`config.mk`:
```
export PLATFORM = sky130hd
export DESIGN_NAME = panel_scan_matrix_io
export DESIGN_NICKNAME = d
export VERILOG_FILES = /design/src/panel_scan_pkg.sv /design/src/pin_sync3.sv /design/src/stab_filter.sv /design/src/panel_scan_matrix_io.sv
export VERILOG_INCLUDE_DIRS = /design/src
export SDC_FILE = /design/constraint.sdc
export NUM_CORES = 2
export LEC_CHECK = 0
export ABC_AREA = 0
export BUFFER_PORTS_ARGS = -buffer_cell sky130_fd_sc_hd__buf_2
export CAP_MARGIN = 20
export CORE_ASPECT_RATIO = 1.4
export CORE_UTILIZATION = 35
export DETAILED_ROUTE_END_ITERATION = 7
export GPL_ROUTABILITY_DRIVEN = 0
export HOLD_SLACK_MARGIN = 0.15
export SLEW_MARGIN = 10
export SYNTH_ARGS = -nofsm -noshare
export SYNTH_HDL_FRONTEND = slang
export SYNTH_SLANG_ARGS = --single-unit
```
`constraint.sdc`:
```
create_clock -name mclk -period 47.1 [get_ports mclk]
set_clock_uncertainty 0.15 [all_clocks]
set_input_delay 0 -clock mclk [delete_from_list [all_inputs] [get_ports mclk]]
set_output_delay 0 -clock mclk [all_outputs]
set_load 0.005 [all_outputs]
```
`src/panel_scan_cfg.svh`:
```
// Configuration constants for the operation-panel scan matrix I/O block
`ifndef PANEL_SCAN_CFG_SVH
`define PANEL_SCAN_CFG_SVH

// ****************************************************************
// Clock and timing figures
// ****************************************************************
`define CLK_MHZ 250
`define SCAN_IN_PERIOD_US 11680
`define SCAN_OUT_PERIOD_US 5840
`define SCAN_OUT_SLOT_US 1460
`define CHATTER_US 3000
`define DIN_DELAY_MIN_US 3000
`define DIN_DELAY_MAX_US 16000
`define DIN_TICK_US 1000
`define LADDER_FRAMES 2

// ****************************************************************
// Matrix and station geometry
// ****************************************************************
`define SCAN_IN_COMMONS 8
`define SCAN_OUT_COMMONS 4
`define SCAN_ROW_BITS 8
`define STATION_POINTS 32
`define STATION_SHIFT 5

// ****************************************************************
// Register offsets and fields
// ****************************************************************
`define REG_STATUS 8'h00
`define REG_MASK 8'h04
`define REG_LED 8'h08
`define REG_DOUT 8'h0C
`define REG_SCAN_A 8'h10
`define REG_SCAN_B 8'h14
`define REG_DIN 8'h18
`define REG_STATION 8'h1C
`define EV_SCAN_A 0
`define EV_SCAN_B 1
`define EV_DIN 2
`define EV_ALARM 3
`define EV_BITS 4
`define ALARM_LSB 24
`define RST_MASK 4'h0
`define RST_WORD 32'h00000000

`endif

```
`src/panel_scan_pkg.sv`:
```
// Types shared by the operation-panel scan matrix I/O block
`default_nettype none
package panel_scan_pkg;

  // Register port request
  typedef struct packed {
    logic [7:0] addr;
    logic [31:0] wdata;
    logic wr;
    logic rd;
  } reg_req_t;

  // I/O base address of each station group
  typedef struct packed {
    logic [7:0] base_a;
    logic [7:0] base_b;
    logic [7:0] base_d;
  } station_map_t;

  // Scan-output common phase, Gray along the rotation
  typedef enum logic [1:0] {
    OUT_C0 = 2'b00,
    OUT_C1 = 2'b01,
    OUT_C2 = 2'b11,
    OUT_C3 = 2'b10
  } out_phase_t;

endpackage
`default_nettype wire

```
`src/pin_sync3.sv`:
```
// Three-stage pin synchroniser that accepts a change once stages two and three agree
`default_nettype none
`timescale 1ns/1ns
module pin_sync3 #(
  parameter int W = 8,
  parameter logic [W-1:0] RST_VAL = '0
) (
  // Clock and reset
  input wire logic mclk,
  input wire logic rst,
  // Pin and clean level
  input wire logic [W-1:0] pin_in,
  output logic [W-1:0] clean
);
  logic [W-1:0] s1_q, s2_q, s3_q, clean_d;

  if (W < 1) begin : g_bad_width
    $error("pin_sync3 needs a width of one or more");
  end

  always_comb begin
    clean_d = (~(s2_q ^ s3_q) & s3_q) | ((s2_q ^ s3_q) & clean);
  end

  always_ff @(posedge mclk or posedge rst) begin
    if (rst) begin
      s1_q <= RST_VAL;
      s2_q <= RST_VAL;
      s3_q <= RST_VAL;
      clean <= RST_VAL;
    end else begin
      s1_q <= pin_in;
      s2_q <= s1_q;
      s3_q <= s2_q;
      clean <= clean_d;
    end
  end
endmodule // pin_sync3
`default_nettype wire

```
`src/stab_filter.sv`:
```
// Per-bit stability filter counted in ticks of a slow enable
`default_nettype none
`timescale 1ns/1ns
module stab_filter #(
  parameter int W = 32,
  parameter int STABLE = 5
) (
  // Clock and reset
  input wire logic mclk,
  input wire logic rst,
  // Raw samples and tick
  input wire logic tick,
  input wire logic [W-1:0] raw,
  // Recognised levels and change pulses
  output logic [W-1:0] rec_q,
  output logic [W-1:0] chg_q
);
  localparam int CW = $clog2(STABLE + 1);
  localparam logic [CW-1:0] LAST = CW'(STABLE - 1);

  if (STABLE < 1) begin : g_bad
    $error("stab_filter needs STABLE of one or more");
  end

  genvar i;
  for (i = 0; i < W; i++) begin : g_bit
    logic cand_q, cand_d, rec_d;
    logic [CW-1:0] cnt_q, cnt_d;
    logic at_end;

    assign at_end = tick && (raw[i] == cand_q) && (cnt_q == LAST);

    // Any change of the raw level restarts the count
    always_comb begin
      cand_d = cand_q;
      cnt_d = cnt_q;
      rec_d = rec_q[i];
      if (raw[i] != cand_q) begin
        cand_d = raw[i];
        cnt_d = '0;
      end else if (tick) begin
        if (cnt_q == LAST) begin
          rec_d = cand_q; // RQ3 RQ16
        end else begin
          cnt_d = cnt_q + CW'(1);
        end
      end
    end

    always_ff @(posedge mclk or posedge rst) begin
      if (rst) begin
        cand_q <= 1'b0;
        cnt_q <= '0;
        rec_q[i] <= 1'b0;
        chg_q[i] <= 1'b0;
      end else begin
        cand_q <= cand_d;
        cnt_q <= cnt_d;
        rec_q[i] <= rec_d;
        chg_q[i] <= rec_d ^ rec_q[i];
      end
    end

  end
endmodule // stab_filter
`default_nettype wire

```
`src/panel_scan_matrix_io.sv`:
```
// Operation-panel scan matrix and direct I/O unit with register port
// How it works
// RQ1 - Key data are taken only at the end of a slot while that row's input common is held low.
// RQ2 - The input commons advance one per slot so all eight complete a round every 11.68 ms.
// RQ3 - An input change that does not last a full recognition window is never published.
// RQ4 - LED data for a row are driven only while that row's output common is high.
// RQ5 - The four output commons go high one after another in a fixed rotation.
// RQ6 - Each output common is high for one 1.46 ms slot and returns every 5.84 ms.
// RQ7 - Three alarm outputs follow the communication error of their station and stay low otherwise.
// RQ8 - Each of the three station groups carries 32 input and 32 output points; here the two scan groups share one 32-point LED output matrix.
// RQ9 - Each group's I/O base address comes from its station selector, so moving the selector moves it.
// RQ10 - The installer gives the three selectors distinct station numbers from 0 to 7.
// RQ11 - The installer normally sets the scan selectors to 0 and 1 and the direct selector to 2.
// RQ12 - Contact chatter of up to 3 ms on the direct inputs gives no recognised transition.
// RQ13 - The direct input delay lies between 3 ms and 16 ms, the same for on and off.
// RQ14 - External contacts hold each state about 40 ms or more.
// RQ15 - The key matrix has eight commons and eight data lines, one byte per common.
// RQ16 - All scanned and direct samples pass a stability filter on the internal timebase.
//
// Chosen here: the strobed register port and the address map.
`include "panel_scan_cfg.svh"
`default_nettype none
`timescale 1ns/1ns
module panel_scan_matrix_io import panel_scan_pkg::*; #(
  parameter int SLOT_CYCLES = `SCAN_OUT_SLOT_US * `CLK_MHZ,
  parameter int DIN_TICK_CYCLES = `DIN_TICK_US * `CLK_MHZ,
  parameter int DIN_STABLE_TICKS = `CHATTER_US / `DIN_TICK_US + 2,
  parameter int SCAN_STABLE_FRAMES = `LADDER_FRAMES
) (
  // Clock and reset
  input wire logic mclk,
  input wire logic rst,
  // Register port
  input wire reg_req_t bus_req,
  output logic [31:0] rd_data,
  output logic irq,
  // Scan input matrix
  output logic [7:0] scan_in_common_n,
  input wire logic [7:0] scan_in_data_n,
  // Scan output matrix
  output logic [3:0] scan_out_common,
  output logic [7:0] scan_out_data_n,
  // Direct digital I/O
  input wire logic [31:0] din,
  output logic [31:0] dout,
  // Station selectors and link status
  input wire logic [2:0] scan_station_sel_a,
  input wire logic [2:0] scan_station_sel_b,
  input wire logic [2:0] direct_io_station_sel,
  input wire logic [2:0] comm_err,
  // Station assignment and alarms
  output station_map_t station_map,
  output logic alarm_scan_a,
  output logic alarm_scan_b,
  output logic alarm_direct_io
);
  // ****************************************************************
  // Derived constants and elaboration checks
  // ****************************************************************
  localparam int SW = $clog2(SLOT_CYCLES);
  localparam int DW = $clog2(DIN_TICK_CYCLES);
  localparam logic [SW-1:0] SLOT_LAST = SW'(SLOT_CYCLES - 1);
  localparam logic [DW-1:0] DIN_LAST = DW'(DIN_TICK_CYCLES - 1);
  localparam logic [2:0] IN_LAST = 3'(`SCAN_IN_COMMONS - 1);
  localparam int ROWS_OUT = `SCAN_OUT_COMMONS;

  if (SLOT_CYCLES < 2 || DIN_TICK_CYCLES < 2 || SCAN_STABLE_FRAMES < 1) begin : g_bad_count
    $error("panel_scan_matrix_io count parameters too small");
  end
  // One slot serves both matrices: 8 input slots and 4 output slots
  if (`SCAN_IN_PERIOD_US != `SCAN_IN_COMMONS * `SCAN_OUT_SLOT_US ||
      `SCAN_OUT_PERIOD_US != ROWS_OUT * `SCAN_OUT_SLOT_US) begin : g_bad_slot
    $error("scan periods do not match the common slot"); // RQ2 RQ6
  end
  if ((DIN_STABLE_TICKS - 1) * `DIN_TICK_US <= `CHATTER_US ||
      (DIN_STABLE_TICKS - 1) * `DIN_TICK_US < `DIN_DELAY_MIN_US ||
      (DIN_STABLE_TICKS + 1) * `DIN_TICK_US > `DIN_DELAY_MAX_US) begin : g_bad_delay
    $error("direct input filter outside chatter and delay limits"); // RQ12 RQ13
  end

  // ****************************************************************
  // Decoding helpers
  // ****************************************************************
  function automatic logic [1:0] phase_idx(input out_phase_t p);
    case (p)
      OUT_C0: phase_idx = 2'h0;
      OUT_C1: phase_idx = 2'h1;
      OUT_C2: phase_idx = 2'h2;
      default: phase_idx = 2'h3;
    endcase
  endfunction

  function automatic logic [7:0] led_row(input logic [31:0] led, input logic [1:0] idx);
    led_row = led[idx * `SCAN_ROW_BITS +: `SCAN_ROW_BITS];
  endfunction

  function automatic logic [7:0] base_of(input logic [2:0] sel);
    base_of = {sel, `STATION_SHIFT'(0)}; // RQ8 RQ9
  endfunction

  // ****************************************************************
  // Pin synchronisers
  // ****************************************************************
  logic [7:0] key_n_s;
  logic [31:0] din_s;
  logic [8:0] sel_s;

  pin_sync3 #(.W(8), .RST_VAL(8'hFF)) u_key_sync (
    .mclk(mclk),
    .rst(rst),
    .pin_in(scan_in_data_n),
    .clean(key_n_s)
  );

  pin_sync3 #(.W(32), .RST_VAL(32'h00000000)) u_din_sync (
    .mclk(mclk),
    .rst(rst),
    .pin_in(din),
    .clean(din_s)
  );

  pin_sync3 #(.W(9), .RST_VAL(9'h000)) u_sel_sync (
    .mclk(mclk),
    .rst(rst),
    .pin_in({direct_io_station_sel, scan_station_sel_b, scan_station_sel_a}),
    .clean(sel_s)
  );

  // ****************************************************************
  // Timebase and matrix scanning
  // ****************************************************************
  logic [SW-1:0] slot_cnt_q, slot_cnt_d;
  logic [DW-1:0] din_cnt_q, din_cnt_d;
  logic slot_tick, din_tick_q, din_tick_d;
  logic [2:0] in_idx_q, in_idx_d;
  out_phase_t out_phase_q, out_phase_d;
  logic [63:0] raw_scan_q, raw_scan_d;
  logic frame_tick_q, frame_tick_d;
  logic [7:0] scan_in_common_n_d, scan_out_data_n_d;
  logic [3:0] scan_out_common_d;
  logic [31:0] led_q;

  assign slot_tick = (slot_cnt_q == SLOT_LAST);

  always_comb begin
    slot_cnt_d = slot_tick ? '0 : slot_cnt_q + SW'(1);
    din_tick_d = (din_cnt_q == DIN_LAST);
    din_cnt_d = din_tick_d ? '0 : din_cnt_q + DW'(1);
    in_idx_d = in_idx_q;
    out_phase_d = out_phase_q;
    raw_scan_d = raw_scan_q;
    frame_tick_d = 1'b0;
    if (slot_tick) begin
      // Sample at slot end: the row line has long settled low
      raw_scan_d[in_idx_q * `SCAN_ROW_BITS +: `SCAN_ROW_BITS] = ~key_n_s; // RQ1 RQ15
      frame_tick_d = (in_idx_q == IN_LAST);
      in_idx_d = in_idx_q + 3'h1; // RQ2
      case (out_phase_q)
        OUT_C0: out_phase_d = OUT_C1;
        OUT_C1: out_phase_d = OUT_C2;
        OUT_C2: out_phase_d = OUT_C3;
        default: out_phase_d = OUT_C0;
      endcase // RQ5 RQ6
    end
    scan_in_common_n_d = ~(8'h01 << in_idx_d); // RQ15
    scan_out_common_d = 4'h1 << phase_idx(out_phase_d); // RQ5
    // Active-low data of the row whose common is high
    scan_out_data_n_d = ~led_row(led_q, phase_idx(out_phase_d)); // RQ4
  end

  always_ff @(posedge mclk or posedge rst) begin
    if (rst) begin
      slot_cnt_q <= '0;
      din_cnt_q <= '0;
      din_tick_q <= 1'b0;
      in_idx_q <= 3'h0;
      out_phase_q <= OUT_C0;
      raw_scan_q <= 64'h0000000000000000;
      frame_tick_q <= 1'b0;
      scan_in_common_n <= 8'hFE;
      scan_out_common <= 4'h1;
      scan_out_data_n <= 8'hFF;
    end else begin
      slot_cnt_q <= slot_cnt_d;
      din_cnt_q <= din_cnt_d;
      din_tick_q <= din_tick_d;
      in_idx_q <= in_idx_d;
      out_phase_q <= out_phase_d;
      raw_scan_q <= raw_scan_d;
      frame_tick_q <= frame_tick_d;
      scan_in_common_n <= scan_in_common_n_d;
      scan_out_common <= scan_out_common_d;
      scan_out_data_n <= scan_out_data_n_d;
    end
  end

  // ****************************************************************
  // Recognition filters
  // ****************************************************************
  logic [63:0] scan_rec, scan_chg;
  logic [31:0] din_rec, din_chg;

  // Scan rows refresh once per frame, so the window counts whole frames
  stab_filter #(.W(64), .STABLE(SCAN_STABLE_FRAMES)) u_scan_filt (
    .mclk(mclk),
    .rst(rst),
    .tick(frame_tick_q),
    .raw(raw_scan_q),
    .rec_q(scan_rec),
    .chg_q(scan_chg)
  ); // RQ3 RQ16

  // Inputs are active high after synchronisation: contact closed reads 1
  stab_filter #(.W(32), .STABLE(DIN_STABLE_TICKS)) u_din_filt (
    .mclk(mclk),
    .rst(rst),
    .tick(din_tick_q),
    .raw(din_s),
    .rec_q(din_rec),
    .chg_q(din_chg)
  ); // RQ12 RQ13 RQ16

  // ****************************************************************
  // Registers, events and alarms
  // ****************************************************************
  logic [`EV_BITS-1:0] status_q, status_d, mask_q, mask_d, events;
  logic [31:0] led_d, dout_d, rd_data_d;
  logic [2:0] alarm_q, alarm_d;
  station_map_t station_map_d;
  logic irq_d, status_rd;

  always_comb begin
    alarm_d = comm_err; // RQ7
    station_map_d.base_a = base_of(sel_s[2:0]); // RQ9
    station_map_d.base_b = base_of(sel_s[5:3]);
    station_map_d.base_d = base_of(sel_s[8:6]);
    events = '0;
    events[`EV_SCAN_A] = |scan_chg[`STATION_POINTS-1:0];
    events[`EV_SCAN_B] = |scan_chg[2*`STATION_POINTS-1:`STATION_POINTS];
    events[`EV_DIN] = |din_chg;
    events[`EV_ALARM] = |(alarm_d & ~alarm_q);
    status_rd = bus_req.rd && (bus_req.addr == `REG_STATUS);
    // A new event in the clearing read cycle stays set
    status_d = (status_rd ? '0 : status_q) | events;
    mask_d = mask_q;
    led_d = led_q;
    dout_d = dout;
    if (bus_req.wr) begin
      if (bus_req.addr == `REG_MASK) begin
        mask_d = bus_req.wdata[`EV_BITS-1:0];
      end else if (bus_req.addr == `REG_LED) begin
        led_d = bus_req.wdata;
      end else if (bus_req.addr == `REG_DOUT) begin
        dout_d = bus_req.wdata;
      end
    end
    rd_data_d = `RST_WORD;
    if (bus_req.rd) begin
      if (bus_req.addr == `REG_STATUS) begin
        rd_data_d = 32'(status_q);
      end else if (bus_req.addr == `REG_MASK) begin
        rd_data_d = 32'(mask_q);
      end else if (bus_req.addr == `REG_LED) begin
        rd_data_d = led_q;
      end else if (bus_req.addr == `REG_DOUT) begin
        rd_data_d = dout;
      end else if (bus_req.addr == `REG_SCAN_A) begin
        rd_data_d = scan_rec[`STATION_POINTS-1:0];
      end else if (bus_req.addr == `REG_SCAN_B) begin
        rd_data_d = scan_rec[2*`STATION_POINTS-1:`STATION_POINTS];
      end else if (bus_req.addr == `REG_DIN) begin
        rd_data_d = din_rec;
      end else if (bus_req.addr == `REG_STATION) begin
        rd_data_d = {5'h00, alarm_q, station_map};
      end
    end
    irq_d = |(status_d & mask_d);
  end

  always_ff @(posedge mclk or posedge rst) begin
    if (rst) begin
      status_q <= '0;
      mask_q <= `RST_MASK;
      led_q <= `RST_WORD;
      dout <= `RST_WORD;
      rd_data <= `RST_WORD;
      alarm_q <= 3'h0;
      station_map <= '0;
      irq <= 1'b0;
      alarm_scan_a <= 1'b0;
      alarm_scan_b <= 1'b0;
      alarm_direct_io <= 1'b0;
    end else begin
      status_q <= status_d;
      mask_q <= mask_d;
      led_q <= led_d;
      dout <= dout_d;
      rd_data <= rd_data_d;
      alarm_q <= alarm_d;
      station_map <= station_map_d;
      irq <= irq_d;
      alarm_scan_a <= alarm_d[0];
      alarm_scan_b <= alarm_d[1];
      alarm_direct_io <= alarm_d[2];
    end
  end
endmodule // panel_scan_matrix_io
`default_nettype wire

```
# [Yosys cells after proc, flatten, opt, wreduce, memory -nomap -nowiden]
# Index checks and enable logic that the tools add are counted.
[classes] n_addsub=100 n_eq_ne=302 shift=5 mux=596 bitwise=120 reduce_logical=203
[ops] op="$mux W2" count=193
[ops] op="$mux W3" count=97
[ops] op="$mux W1" count=289
[ops] op="$mux W32" count=8
[ops] op="$ne A2 B2 Y1 const B" count=96
[ops] op="$reduce_and A2 Y1" count=96
[ops] op="$reduce_bool A2 Y1" count=96
[ops] op="$eq A2 B1 Y1 const B" count=66
[ops] op="$add A2 B1 Y2 const B" count=64
[ops] op="$add A3 B1 Y3 const B" count=33
[ops] op="$eq A3 B3 Y1 const B" count=33
[ops] op="$ne A1 B1 Y1" count=96
[ops] op="$reduce_or A32 Y1" count=3
[ops] op="$xor A1 B1 Y1" count=96
[ops] op="$and A32 B32 Y32" count=2
[ops] op="$bwmux W64" count=1
[ops] op="$shift A8 B34 Y64 const A" count=1
[ops] op="$shiftx A8 B34 Y64" count=1
[ops] op="$neg A6 Y34" count=1
[ops] op="$eq A8 B5 Y1 const B" count=4
[ops] op="$not A32 Y32" count=1
[ops] op="$not A8 Y8" count=4
[ops] op="$or A32 B32 Y32" count=1
[ops] op="$shiftx A32 B6 Y8" count=1
[ops] op="other kinds (34)" count=43
[totals] reg_bits=956 input_bits=96 out_inout_bits=112 wordCells=1745

# [Longest topological paths before layout]
[depth] depth_word=10 mapped_depth=12 ltp_nobuf=10

# [Modules after synthesis]
# Synthesis repeated with hierarchy kept, for this count alone.
[unflattened] cells_unflattened=3509 hier_area_um2=40706.5
[by_module_without_submodules] mod="stab_filter (u_scan_filt)" n_inst=1 cells_each=1425 area_per_inst_um2=14475.1 seq_area_each_um2=8007.7
[by_module_without_submodules] mod="panel_scan_matrix_io" n_inst=1 cells_each=893 area_per_inst_um2=10978.0 seq_area_each_um2=6150.9
[by_module_without_submodules] mod="stab_filter (u_din_filt)" n_inst=1 cells_each=943 area_per_inst_um2=9745.6 seq_area_each_um2=4804.6
[by_module_without_submodules] mod="pin_sync3 (u_din_sync)" n_inst=1 cells_each=161 area_per_inst_um2=3567.2 seq_area_each_um2=3203.1
[by_module_without_submodules] mod="pin_sync3 (u_sel_sync)" n_inst=1 cells_each=46 area_per_inst_um2=1006.0 seq_area_each_um2=900.9
[by_module_without_submodules] mod="pin_sync3 (u_key_sync)" n_inst=1 cells_each=41 area_per_inst_um2=934.6 seq_area_each_um2=840.8

# [Worst setup path before layout]
# No wires, ideal clock.
[synth_timing] path_kind="flip-flop to flip-flop" start="register slot_cnt_q[11]" end="register scan_out_data_n[3]" setup_time_ns=0.095 arrival_time_ns=3.326 t_required_ns=46.855 slack_ns=43.528 path_stages_with_launch=9 n_path_buf=2 synth_period_minus_slack_ns=3.572 path_cell_list="dfrtp_1 -> or4_4 -> or4_4 -> o21ai_2 -> nand2_1 -> ha_1 -> buf_1 -> clkbuf_1 -> mux4_1"
[synth_via] elab_chain_len=6 word_cells_on_any_way=8 cone_classes="eq/ne: 3; shift: 1; mux: 2; bitwise: 1; reduce/logical: 1"
[synth_rtl] item="start: declaration" line="panel_scan_matrix_io.sv:132" rtl="logic [SW-1:0] slot_cnt_q, slot_cnt_d;"
[synth_rtl] item="start signal: assignment" line="panel_scan_matrix_io.sv:184" rtl="slot_cnt_q <= slot_cnt_d;"
[synth_rtl] item="$eq A19 B19 Y1 *" line="panel_scan_matrix_io.sv:143" rtl="assign slot_tick = (slot_cnt_q == SLOT_LAST);"
[synth_rtl] item="$mux W2 *" line="panel_scan_matrix_io.sv:153" rtl="if (slot_tick) begin"
[synth_rtl] item="named net out_phase_d[1]" line="panel_scan_matrix_io.sv:136" rtl="out_phase_t out_phase_q, out_phase_d;"
[synth_rtl] item="$eq A2 B2 Y1 (tied with other cells)" line="panel_scan_matrix_io.sv:85" rtl="case (p)"
[synth_rtl] item="$pmux W2 S3 *" line="panel_scan_matrix_io.sv:85"
[synth_rtl] item="$shiftx A32 B6 Y8 *" line="panel_scan_matrix_io.sv:94" rtl="led_row = led[idx * `SCAN_ROW_BITS +: `SCAN_ROW_BITS];"
[synth_rtl] item="$not A8 Y8 *" line="panel_scan_matrix_io.sv:168" rtl="scan_out_data_n_d = ~led_row(led_q, phase_idx(out_phase_d));"
[synth_rtl] item="named net scan_out_data_n_d[3]" line="panel_scan_matrix_io.sv:139" rtl="logic [7:0] scan_in_common_n_d, scan_out_data_n_d;"
[synth_rtl] item="end signal: assignment" line="panel_scan_matrix_io.sv:193" rtl="scan_out_data_n <= scan_out_data_n_d;"
[synth_rtl] item="end: declaration" line="panel_scan_matrix_io.sv:42" rtl="output logic [7:0] scan_out_data_n,"
# Mark *: on every way through the listed nets, which the timed path passes. The rest lies on a longest branch.
# A chain may end at the register's enable or synchronous reset.

# [Final worst setup path]
[layout_timing] start="register slot_cnt_q[11]" end="register scan_out_data_n[7]"
# Same word-level chain as after synthesis.

==> out/results.md <==
| Step | Metric | This run |
|:---|:---|:---|
| layout | Final net count | 4,312 |
| place | Placed inst area | 42,940 um2 |
| floorplanning | Starting density of the core | 35.33% |
| sta | Fraction of the cycle the final worst path needs | 8.518% |
| power and ir drop | Sequential Power Share | 50.4% |
| floorplanning | I/O pin count | 208 |
| layout | Layout cell share with drive strength beyond 1 | 13.55% |
| grt | Via count of the first global-routing pass | 27.79k |
| sta | # setup viols final | 0 |
| run status | Run status | complete, no violations |
| power and ir drop | Switching Fraction | 22.76% |
| grt | Antenna violations before repair | 2 |
| drt | Routed Antenna Nets | 0 |
| sta | Period minus WS final | 4012 ps |
| critical path | CP required | 47,550 ps |
| layout | Syn-to-layout area delta | 18.88% |
| power and ir drop | Logic pwr share | 3.8% |
| synth | Primary flip-flop cell chosen by synthesis mapping | sky130_fd_sc_hd__dfrtp_1 |
| drt | DRC | 0 |
| drt | Routed vias | 27.68k |
| place | Total half-perimeter wirelength after legalization and detailed placement | 69,020 um |
| grt | Largest net degree at the start of global routing | 160 |
| clock tree | Depth of the CTS H-tree | 3 |
| drt | Post-DR vias/cell | 4.902 |
| power and ir drop | Net switching power of the design | 0.3881 mW |
| clock tree | Number of buffers created by CTS | 93 |
| floorplanning | Number of placement rows | 147 |
| power and ir drop | Static Leakage | 22.88 nW |
| sta | Smallest setup slack after layout | 43,090 ps |
| place | Total instance count after detailed placement | 5,270 |
| critical path | Critical setup path kind | register to register |
| drt | Final Routed Wirelength | 99,860 um |
| critical path | Critical Path AT | 4460 ps |
| clock tree | TritonCTS clock tree | built |
| synth | Post-synthesis area per instance | 10.86 um2 |
| synth | Count of state elements after synthesis | 953 |
| clock tree | Buffer cell driving the clock tree root | sky130_fd_sc_hd__clkbuf_16 |
| synth | Sequential area share after synthesis | 58.95% |
| clock tree | Number of buffers on the longest clock path | 3 |
| critical path | Critical path endpoint category | register |
| synth | Ys async rst share | 100.0% |
| layout | Post-route insts no fill | 5,647 |
| synth | Cells taking the most area after synthesis | sky130_fd_sc_hd__dfrtp_1 (56%), sky130_fd_sc_hd__nor2_1 (4.9%), sky130_fd_sc_hd__ha_1 (4.4%) |
| clock tree | Clock slew seen by the registers of the worst setup and hold paths | 70 ps |
| drt | Initial DRT Pass Iterations | 8 |
| synth | Top cells by count, synth | sky130_fd_sc_hd__dfrtp_1 (905), sky130_fd_sc_hd__nor2_1 (531), sky130_fd_sc_hd__nand2_1 (359) |
| drt | Met1 WL | 42,380 um |
| synth | Count of flip-flops with a built-in enable after synthesis | 0 |
| drt | Wire length per cell | 17.68 um |
| synth | Number of synthesis warnings | 0 |
| sta | Final Hold Violating Endpoints | 0 |
| sta | Setup repair after global routing missed its margin | no |
| power and ir drop | Cell Int Power | 1.317 mW |
| drt | Iter 0 DRT Violations | 1,793 |
| floorplanning | Core outline area | 114,800 um2 |
| layout | # fillers | 10.75k |
| sta | Transition at the pin with the smallest max-transition slack | 1260 ps |
| power and ir drop | Maximum VDD drop | 25.40 uV |
| sta | Summed negative setup slack over all endpoints | 0 ps |
| synth | Synth unique cells | 69 |
| floorplanning | Vertical extent of the die | 404.8 um |
| grt | Global-route usage over all layers | 17.28% |
| drt | Top layer in use | met4 |
| critical path | Biggest fanout along the worst timing path | 17 |
| place | Pre-CTS setup slack | 43,170 ps |
| floorplanning | Die span in x | 289.7 um |
| clock tree | Number of gates resized after cts | 0 |
| floorplanning | Die area | 117,300 um2 |
| place | Number of buffers added on ports | 192 |
| sta | Headroom to the max-slew limit | 15.25% |
| sta | Number of max-slew violations in the final report | 0 |
| critical path | Register-to-Register Setup Slack | 43,090 ps |
| drt | Met3 routed WL | 4743 um |
| clock tree | Clock insertion delay at the later pin of the skew report | 700 ps |
| synth | Post-synth design cell area | 40,550 um2 |
| sta | Timing-limited maximum frequency | 249.3 MHz |
| clock tree | TritonCTS sink count | 953 |
| power and ir drop | Power Dens Cells | 35.37 nW/um2 |
| grt | Wire length of the first global-routing pass | 156,500 um |
| grt | Overall overflow remaining after global route | 0 |
| synth | Library cell with the highest instance count after synthesis | sky130_fd_sc_hd__dfrtp_1 |
| min path | Path type of the worst min-delay path | register to register |
| synth | Fraction of post-synthesis cell area in the top cell type by area | 55.84% |
| layout | Post-layout instance area | 48,210 um2 |
| power and ir drop | Part of the total power dissipated in the clock network | 45.8% |
| critical path | Sort of element at the start of the critical path | register |
| synth | Dominant cell type by area after synthesis | sky130_fd_sc_hd__dfrtp_1 |
| drt | Detailed-routed wire length on met2 | 49,680 um |
| job | Maxcap violations | 0 |
| synth | Synth Instances | 3,734 |
-- registers in the layout, indices dropped and copies added (netlist names), 64 cells and up, named ones only --
register and count:
raw_scan_q 64, u_scan_filt.g_bit.cnt_q 128, u_scan_filt.g_bit.cand_q 64, u_scan_filt.rec_q 64, u_din_filt.g_bit.cnt_q 96, u_scan_filt.chg_q 64
-- stage by stage --
stage / utilization, % / hold WS, ps / power (mW)
4_1_cts: 41.95 / 198.3 / 1.729
6_report: 42.01 / 192.3 / 1.705
5_1_grt: 42.00 / 207.1 / 1.769
2_1_floorplan: - / -145.5 / 0.9002
3_5_place_dp: 37.42 / -43.44 / 0.9278
3_3_place_gp: 37.41 / -44.13 / 0.9269
-- layer usage --
layer | up-vias | track usage (%)
met3 | 139 | 2.511
met2 | 578 | 29.82
li1 | 13230 | -
met1 | 13740 | 21.80
met4 | 0 | 6.255
met5 | - | 0
-- worst max-delay path: stages, from the launching register on --
cell and delay [ps]:
sky130_fd_sc_hd__dfrtp_1 420, sky130_fd_sc_hd__or4_4 580, sky130_fd_sc_hd__or4_4 540, sky130_fd_sc_hd__o21ai_2 510
sky130_fd_sc_hd__nand2_1 270, sky130_fd_sc_hd__ha_1 800, sky130_fd_sc_hd__mux4_1 640
-- cells in the final DEF, fill, tap and decap left out, types with 24 or more instances in the layout --
cell and instances:
sky130_fd_sc_hd__a211oi_1 60, sky130_fd_sc_hd__a21boi_0 32, sky130_fd_sc_hd__a21oi_1 140, sky130_fd_sc_hd__a222oi_1 24, sky130_fd_sc_hd__a22oi_1 32, sky130_fd_sc_hd__a31oi_1 33, sky130_fd_sc_hd__a41o_1 32, sky130_fd_sc_hd__and3_1 54
sky130_fd_sc_hd__buf_2 192, sky130_fd_sc_hd__buf_4 25, sky130_fd_sc_hd__clkbuf_16 95, sky130_fd_sc_hd__clkinv_2 25, sky130_fd_sc_hd__dfrtp_1 903, sky130_fd_sc_hd__dfstp_2 48, sky130_fd_sc_hd__dlygate4sd3_1 198, sky130_fd_sc_hd__ha_1 141
sky130_fd_sc_hd__inv_1 203, sky130_fd_sc_hd__maj3_1 49, sky130_fd_sc_hd__mux2_2 98, sky130_fd_sc_hd__nand2_1 359, sky130_fd_sc_hd__nand3_1 80, sky130_fd_sc_hd__nor2_1 531, sky130_fd_sc_hd__nor2b_1 65, sky130_fd_sc_hd__nor4_1 25
sky130_fd_sc_hd__o21ai_0 221, sky130_fd_sc_hd__or3_1 24, sky130_fd_sc_hd__xnor2_1 110, sky130_fd_sc_hd__xor2_1 146
-- logic make-up after synthesis --
family,synth area share [%]
xor gates and xnor gates,5.529
and+or+nand+nor,13.80
adders and majority gates,5.560
buffers and inverters,3.786
muxes,3.193
DFF,58.95
other,0.009247
AOI/OAI and AO/OA,9.173
-- final timing paths --
kind,from,endpoint,cells after the start
max in group asynchronous,rst,u_scan_filt.rec_q[33]$_DFF_PP0_,7
setup / recovery,slot_cnt_q[11]$_DFF_PP0_,scan_out_data_n[7]$_DFF_PP1_,6
setup reg to reg,slot_cnt_q[11]$_DFF_PP0_,scan_out_data_n[7]$_DFF_PP1_,6
hold / removal,u_din_sync.s1_q[15]$_DFF_PP0_,u_din_sync.s2_q[15]$_DFF_PP0_,0
hold reg to reg,u_din_sync.s1_q[15]$_DFF_PP0_,u_din_sync.s2_q[15]$_DFF_PP0_,0
min in group asynchronous,rst,u_sel_sync.s1_q[1]$_DFF_PP0_,4
-- power by group through the flow --
stage	clock network (mW)	registers, mW	logic (mW)
2_1_floorplan	0	0.867	0.0334
5_1_grt	0.835	0.862	0.0728
6_report	0.781	0.860	0.0645
3_5_place_dp	0	0.875	0.0530
3_3_place_gp	0	0.875	0.0523
4_1_cts	0.804	0.860	0.0654
-- final cells by class --
type / instances / area (um2) / share of cell area [%]
Timing Repair Buffer: 419 / 3226 / 6.691
Clock buffer: 125 / 2680 / 5.559
Sequential cell: 953 / 23910 / 49.60
Multi-Input combinational cell: 2403 / 15200 / 31.53
Clock inverter: 49 / 540.5 / 1.121
Tap cell: 1490 / 1864 / 3.867
Inverter: 205 / 777.0 / 1.612
Antenna cell: 3 / 7.507 / 0.01557
-- what timing repair did --
item / CTS / global route
hold buffers: 198 / 0
buffers inserted: 0 / 0
hold endpoints to repair: 332 / 0
(Power assumes the default switching activity.)
